[src/include/igf_pkg.sv]
`default_nettype none
package igf_pkg;
	// ==========================================================
	// Request pair encodings, (flush, memory), active low.
	localparam logic [1:0] PAIR_IDLE     = 2'h3;
	localparam logic [1:0] PAIR_FLUSH    = 2'h1;
	localparam logic [1:0] PAIR_RESERVED = 2'h2;
	localparam logic [1:0] PAIR_GUARANTEED = 2'h0;
	// ==========================================================
	// Reset, inactive and active levels.
	localparam logic REQ_INACTIVE = 1'h1;
	localparam logic SEL_INACTIVE = 1'h1;
	localparam logic SEL_ACTIVE   = 1'h0;
	// ==========================================================
	// Width of a decoded PCI address.
	localparam int ADDR_W = 32;
	// ==========================================================
	// Handshake states.
	typedef enum logic [1:0] {
		IGF_IDLE,
		IGF_WAIT_ACK,
		IGF_GRANTED,
		IGF_RELEASE
	} igf_state_t;
	// Request pair as it leaves the block.
	typedef struct packed {
		logic buffer_flush_request_n;
		logic memory_request_n;
	} igf_req_pair_t;
	// PCI address phase as sampled.
	typedef struct packed {
		logic              frame_n;
		logic [ADDR_W-1:0] addr;
	} igf_addr_phase_t;
endpackage
`default_nettype wire

[src/design/igf_req_driver.sv]
`default_nettype none
module igf_req_driver (
	input  wire logic                   clk,
	input  wire logic                   rst,
	input  wire igf_pkg::igf_req_pair_t req_next,
	output var  igf_pkg::igf_req_pair_t req_out,
	output var  logic                   req_oe
);
	// ==========================================================
	// Enable register oe_reg, not used for req_oe: off from the start of reset, on from the first clock edge after its release.
	logic oe_reg;
	always_ff @(posedge clk or posedge rst) begin
		if (rst) begin
			oe_reg <= 1'h0;
		end else begin
			oe_reg <= 1'h1;
		end
	end
	// ==========================================================
	// Request flip-flops sit at the inactive level through reset.
	igf_pkg::igf_req_pair_t req_reg;
	always_ff @(posedge clk or posedge rst) begin
		if (rst) begin
			req_reg <= {igf_pkg::REQ_INACTIVE, igf_pkg::REQ_INACTIVE};
		end else begin
			req_reg <= req_next;
		end
	end
	// Enable follows the reset level directly so release drives inactive at once.
	assign req_oe  = ~rst;
	assign req_out = req_reg;
endmodule
`default_nettype wire

[src/design/igf_mem_decode.sv]
`default_nettype none
module igf_mem_decode #(
	parameter int ADDR_W = igf_pkg::ADDR_W
) (
	input  wire logic              clk,
	input  wire logic              rst,
	input  wire logic              frame_n,
	input  wire logic [ADDR_W-1:0] addr,
	input  wire logic [ADDR_W-1:0] range_base,
	input  wire logic [ADDR_W-1:0] range_mask,
	output var  logic              main_mem_select_n
);
	// ==========================================================
	// Address phase detection: first cycle with FRAME# newly low.
	logic frame_n_reg;
	logic sel_reg;
	logic addr_phase;
	logic hit;
	assign addr_phase = ~frame_n & frame_n_reg;
	assign hit        = ((addr ^ range_base) & range_mask) == '0;
	// Select is driven one clock after the address phase, for one clock.
	always_ff @(posedge clk or posedge rst) begin
		if (rst) begin
			frame_n_reg <= 1'h1;
			sel_reg     <= igf_pkg::SEL_INACTIVE;
		end else begin
			frame_n_reg <= frame_n;
			sel_reg     <= (addr_phase & hit) ? igf_pkg::SEL_ACTIVE
				: igf_pkg::SEL_INACTIVE;
		end
	end
	assign main_mem_select_n = sel_reg;
endmodule
`default_nettype wire

[src/design/igf_handshake.sv]
`default_nettype none
module igf_handshake #(
	parameter int ADDR_W = igf_pkg::ADDR_W
) (
	input  wire logic              clk,
	input  wire logic              rst,
	input  wire logic              guaranteed_access_mode,
	input  wire logic              isa_bus_request,
	output var  logic              isa_bus_grant,
	input  wire logic              memory_acknowledge_n,
	output var  logic              memory_request_n,
	output var  logic              memory_request_oe,
	output var  logic              buffer_flush_request_n,
	output var  logic              buffer_flush_request_oe,
	input  wire logic              frame_n,
	input  wire logic [ADDR_W-1:0] pci_addr,
	input  wire logic [ADDR_W-1:0] mem_range_base,
	input  wire logic [ADDR_W-1:0] mem_range_mask,
	output var  logic              main_mem_select_n
);
	// ==========================================================
	// Elaboration check.
	if (ADDR_W < 1) begin : g_bad_width
		$error("ADDR_W must be at least one");
	end
	// ==========================================================
	// State and captured mode.
	igf_pkg::igf_state_t state_reg;
	igf_pkg::igf_state_t state_next;
	logic                mode_reg;
	logic                mode_next;
	logic                grant_reg;
	logic                grant_next;
	logic                req_oe;
	igf_pkg::igf_req_pair_t pair_next;
	igf_pkg::igf_req_pair_t pair_out;
	// ==========================================================
	// Decoded conditions.
	wire idle_now   = state_reg == igf_pkg::IGF_IDLE;
	wire start_req  = idle_now & isa_bus_request;
	wire ack_seen   = ~memory_acknowledge_n;
	wire requesting = state_next == igf_pkg::IGF_WAIT_ACK
		|| state_next == igf_pkg::IGF_GRANTED;
	// Mode is latched when a request starts and held until the next request starts.
	assign mode_next = start_req ? guaranteed_access_mode : mode_reg;
	// ==========================================================
	// Next state logic.
	always_comb begin
		state_next = state_reg;
		case (state_reg)
			igf_pkg::IGF_IDLE: begin
				if (isa_bus_request) begin
					state_next = igf_pkg::IGF_WAIT_ACK;
				end
			end
			igf_pkg::IGF_WAIT_ACK: begin
				if (!isa_bus_request) begin
					state_next = igf_pkg::IGF_RELEASE;
				end else if (ack_seen) begin
					state_next = igf_pkg::IGF_GRANTED;
				end
			end
			igf_pkg::IGF_GRANTED: begin
				if (!isa_bus_request) begin
					state_next = igf_pkg::IGF_RELEASE;
				end
			end
			igf_pkg::IGF_RELEASE: begin
				// Wait for the host to drop its acknowledge before a new request.
				if (!ack_seen) begin
					state_next = igf_pkg::IGF_IDLE;
				end
			end
			default: begin
				state_next = igf_pkg::IGF_IDLE;
			end
		endcase
	end
	// ==========================================================
	// Request pair: flush alone, or both in guaranteed mode; never memory alone.
	assign pair_next.buffer_flush_request_n = ~requesting;
	assign pair_next.memory_request_n       = ~(requesting & mode_next);
	// Grant only once acknowledge has been sampled.
	assign grant_next = state_next == igf_pkg::IGF_GRANTED;
	// ==========================================================
	// State registers.
	always_ff @(posedge clk or posedge rst) begin
		if (rst) begin
			state_reg <= igf_pkg::IGF_IDLE;
			mode_reg  <= 1'h0;
			grant_reg <= 1'h0;
		end else begin
			state_reg <= state_next;
			mode_reg  <= mode_next;
			grant_reg <= grant_next;
		end
	end
	assign isa_bus_grant = grant_reg;
	// ==========================================================
	// Request pin driver.
	igf_req_driver u_req (
		.clk      (clk),
		.rst      (rst),
		.req_next (pair_next),
		.req_out  (pair_out),
		.req_oe   (req_oe)
	);
	assign buffer_flush_request_n  = pair_out.buffer_flush_request_n;
	assign memory_request_n        = pair_out.memory_request_n;
	assign buffer_flush_request_oe = req_oe;
	assign memory_request_oe       = req_oe;
	// ==========================================================
	// Main memory select decode.
	igf_mem_decode #(
		.ADDR_W (ADDR_W)
	) u_dec (
		.clk               (clk),
		.rst               (rst),
		.frame_n           (frame_n),
		.addr              (pci_addr),
		.range_base        (mem_range_base),
		.range_mask        (mem_range_mask),
		.main_mem_select_n (main_mem_select_n)
	);
endmodule
`default_nettype wire

[config.mk]
export PLATFORM = sky130hd
export DESIGN_NAME = igf_handshake
export DESIGN_NICKNAME = d
export VERILOG_FILES = /design/src/include/igf_pkg.sv /design/src/design/igf_req_driver.sv /design/src/design/igf_mem_decode.sv /design/src/design/igf_handshake.sv
export SDC_FILE = /design/constraint.sdc
export NUM_CORES = 1
export LEC_CHECK = 0
export ABC_CLOCK_PERIOD_IN_PS = 1800
export BUFFER_PORTS_ARGS = -buffer_cell sky130_fd_sc_hd__clkbuf_2
export CORE_ASPECT_RATIO = 0.9
export CORE_MARGIN = 2
export CORE_UTILIZATION = 30
export DETAILED_ROUTE_END_ITERATION = 10
export MAX_ROUTING_LAYER = met4
export PLACE_DENSITY = 0.8
export SLEW_MARGIN = 15
export SYNTH_ARGS = -nofsm -noshare
export SYNTH_HDL_FRONTEND = slang
export SYNTH_SLANG_ARGS = --single-unit
[constraint.sdc]
create_clock -name clk -period 1.8 [get_ports clk]
set_clock_uncertainty 0.05 [all_clocks]
set_input_delay 0.09 -clock clk [delete_from_list [all_inputs] [get_ports clk]]
set_output_delay 0.09 -clock clk [all_outputs]
set_load 0.02 [all_outputs]
==> flow_summary.yaml <==
detailed_routing:
  wirelength_um: 2290
  met3RoutedLength_um: 189
  wire_per_inst_um: 10.6
  route.detailed.drc: 0
  dr.max_layer_used: "met4"
  drt-met1-wl_um: 830
  wl_met2_um: 1250
  vias: 977
  drt-vias-per-instance: 4.50
  length_of_the_first_detailed_routing_pass_in_iterations: 4
  antenna_violating_nets_post_route: 0
  drt_iter0_drcs: 11
logic_synthesis:
  synth_warn: 0
  postSynthNetCount: 180
  post_synth_num_cell_types: 23
  synth_area_um2: 756
  synth.top_cell.area_share_pct: 37.1
  syn-mean-instance-area_um2: 9.81
  yosys.area.top_type: "xor2_1"
  post_synthesis_register_bit_count: 8
  seq_area_frac_synth_pct: 27.2
  post_synth_main_area_contributors: "xor2_1, dfstp_2, dfrtp_1, a22oi_1, a22o_1"
  syn_inst: 77
timing:
  period_minus_slack_ps: 1400
  finalSetupViolations: 0
  timing.final.ws_setup_ps: 402
  achievable-frequency_mhz: 716
  timing.setup.tns_ps: 0
  finalMaxSlewViolations: 0
  min_period_over_period_pct: 77.6
  endpoints_failing_hold: 0
  timing.slew.headroom_pct: 76.5
  grt_setup_unrepaired: "false"
  max_slew.worst_pin.slew_ps: 352
critical_path:
  worstReg2RegEnd: "u_req.req_out[0]$_DFF_PP1_"
  worst_ep_arrival_time_ps: 1520
  setup.reg_to_reg.worst_slack_ps: 400
  rr_startpoint: "state_reg[0]$_DFF_PP0_"
  timing.critical_path.buf_inv: 0
  cp_max_fo: 6
  highest_cell_delay_on_the_worst_timing_path_ps: 420
  crit_path_start: "state_reg[0]$_DFF_PP0_"
  timing.critical_path.cells: "nand2_1, nor2_1, nor3_1, a31oi_1, ha_1, nand2b_1"
  cp_slowest_cell: "dfrtp_1"
  worst-setup-path-type: "reg2reg"
  critical_path_cell_count: 6
  worst-r2r-cell-count: 6
  worst-endpoint-required_ps: 1920
  cp-end-kind: "register"
  cp-start-kind: "register"
  cell_type_group_with_the_largest_total_delay_on_the_critical_path: "simple AND/OR/NAND/NOR gates"
  critPathCapture: "u_req.req_out[0]$_DFF_PP1_"
floorplan:
  die_x_um: 56.9
  dieHeight_um: 51.6
  floorplan.initialDensity_pct: 31.2
  placeableCoreArea_um2: 2420
  floorplan.die_area_um2: 2940
  row_count: 17
  design.portCount: 108
status:
  status: "completed"
clock_network:
  cts-buffers-inserted: 3
  clk_path_buf_depth: 2
  worstSkewPairLatency_ps: 250
  clockRootBuffer: "clkbuf_4"
  tritoncts_clock_tree: "yes"
  post_cts_resize_count: 0
  clk_pin_slew_ps: 60
  htree_num_levels: 1
  cts_sinks: 8
placed_design:
  dp.final_hpwl_um: 2120
  dp_slack_ps: 251
  port_buffers: 107
  gp_congestion: 0.846
  cell_count_after_placement: 211
run:
  max_cap_viol_count: 0
global_routing:
  grt_remaining_overflow: 0
  grt_use_total_pct: 16.3
  grt_start_max_net_pins: 11
  grt_antenna_before_repair: 0
  first_global_vias: 938
  grt_first_pass_wirelength_um: 3640
pwr:
  pleak_uw: 0.000785
  power_per_cell_area_nw_per_um2: 637
  worst_ir_drop_vdd_mv: 0.595
  finalPower_uw: 869
final_layout:
  area_delta_synth_final_pct: 80.6
  n_fill_cell: 243
  antenna-diode-count: 0
  instances_no_fill: 217
  final_net_count: 293
  layout-drive-gt1-share_pct: 61.9
  core_occupancy_in_the_finished_layout_pct: 56.3
hold_path:
  holdCritPathClass: "in2reg"
## cell usage after synthesis
cell type / number
buf_4: 1
a221oi_1: 2
inv_1: 2
mux2_2: 1
nand2_1: 3
o21a_1: 1
dfrtp_1: 4
or4_1: 1
a22oi_1: 6
a22o_1: 4
nand4b_1: 1
o211ai_1: 1
xor2_1: 32
nand4_1: 1
a222oi_1: 1
nor3_1: 1
a31oi_1: 1
a221oi_2: 2
nand3_1: 2
ha_1: 1
nor2_1: 3
dfstp_2: 4
nand2b_1: 2
## per-stage QoR
step	hold slack, ps	area (um^2)
2_1_floorplan	-71.2	756
3_3_place_gp	-11.9	1320
3_5_place_dp	-0.874	1320
4_1_cts	36.9	1370
5_1_grt	37.8	1370
6_report	46.3	1370
## where the power goes
group	leakage, uW	switching, uW	total, uW	internal, uW
logic	0.000681	197	422	224
registers	0.0000890	39.2	302	263
clock network	0.0000150	60.3	145	84.7
## layout by cell type (no fill, tap or decap), types with 2 or more instances in the layout
cell,count
a221oi_1,2
a221oi_2,2
a22o_1,4
a22oi_1,6
clkbuf_2,107
clkbuf_4,3
dfrtp_1,4
dfstp_2,4
dlygate4sd3_1,2
inv_1,2
nand2_1,3
nand2b_1,2
nand3_1,2
nor2_1,3
xor2_1,32
## repair_timing
action	CTS	global route
endpoints found under the hold margin	5	0
buffers inserted	0	0
hold buffers	2	0
## cells by family after synthesis
kind of cell | count (synthesis) | share of synthesized area (%)
compound gates | 18 | 21.0
simple gates | 14 | 9.60
fa+ha+maj | 1 | 1.66
flops | 8 | 27.2
buf+inv | 3 | 1.99
mux | 1 | 1.49
xor+xnor | 32 | 37.1
## worst min path at each step
stage | depth (start not counted) | end | slack, ps | from
finish | 2 | mode_reg$_DFF_PP0_ | 50 | guaranteed_access_mode
global route | 2 | mode_reg$_DFF_PP0_ | 40 | guaranteed_access_mode
CTS | 2 | mode_reg$_DFF_PP0_ | 40 | guaranteed_access_mode
detailed placement | 2 | isa_bus_grant$_DFF_PP0_ | -0.9 | rst
global placement | 2 | isa_bus_grant$_DFF_PP0_ | -10 | rst
floorplan | 1 | isa_bus_grant$_DFF_PP0_ | -70 | rst
## final cells by class
cell class	instances	area (um^2)	share of cell area (%)
clock buffers	4	26.3	1.92
inverters	2	7.51	0.550
multi-input cells	66	536	39.2
flip-flops and latches	8	205	15.0
well taps	28	35.0	2.57
repair buffers	109	556	40.7
## metal layers
metal  up-vias  GRT usage (%)
met5         -              -
met2        51           30.5
li1        504              -
met1       418           17.4
met4         0           6.59
met3         4           2.49
(Power assumes the default switching activity.)
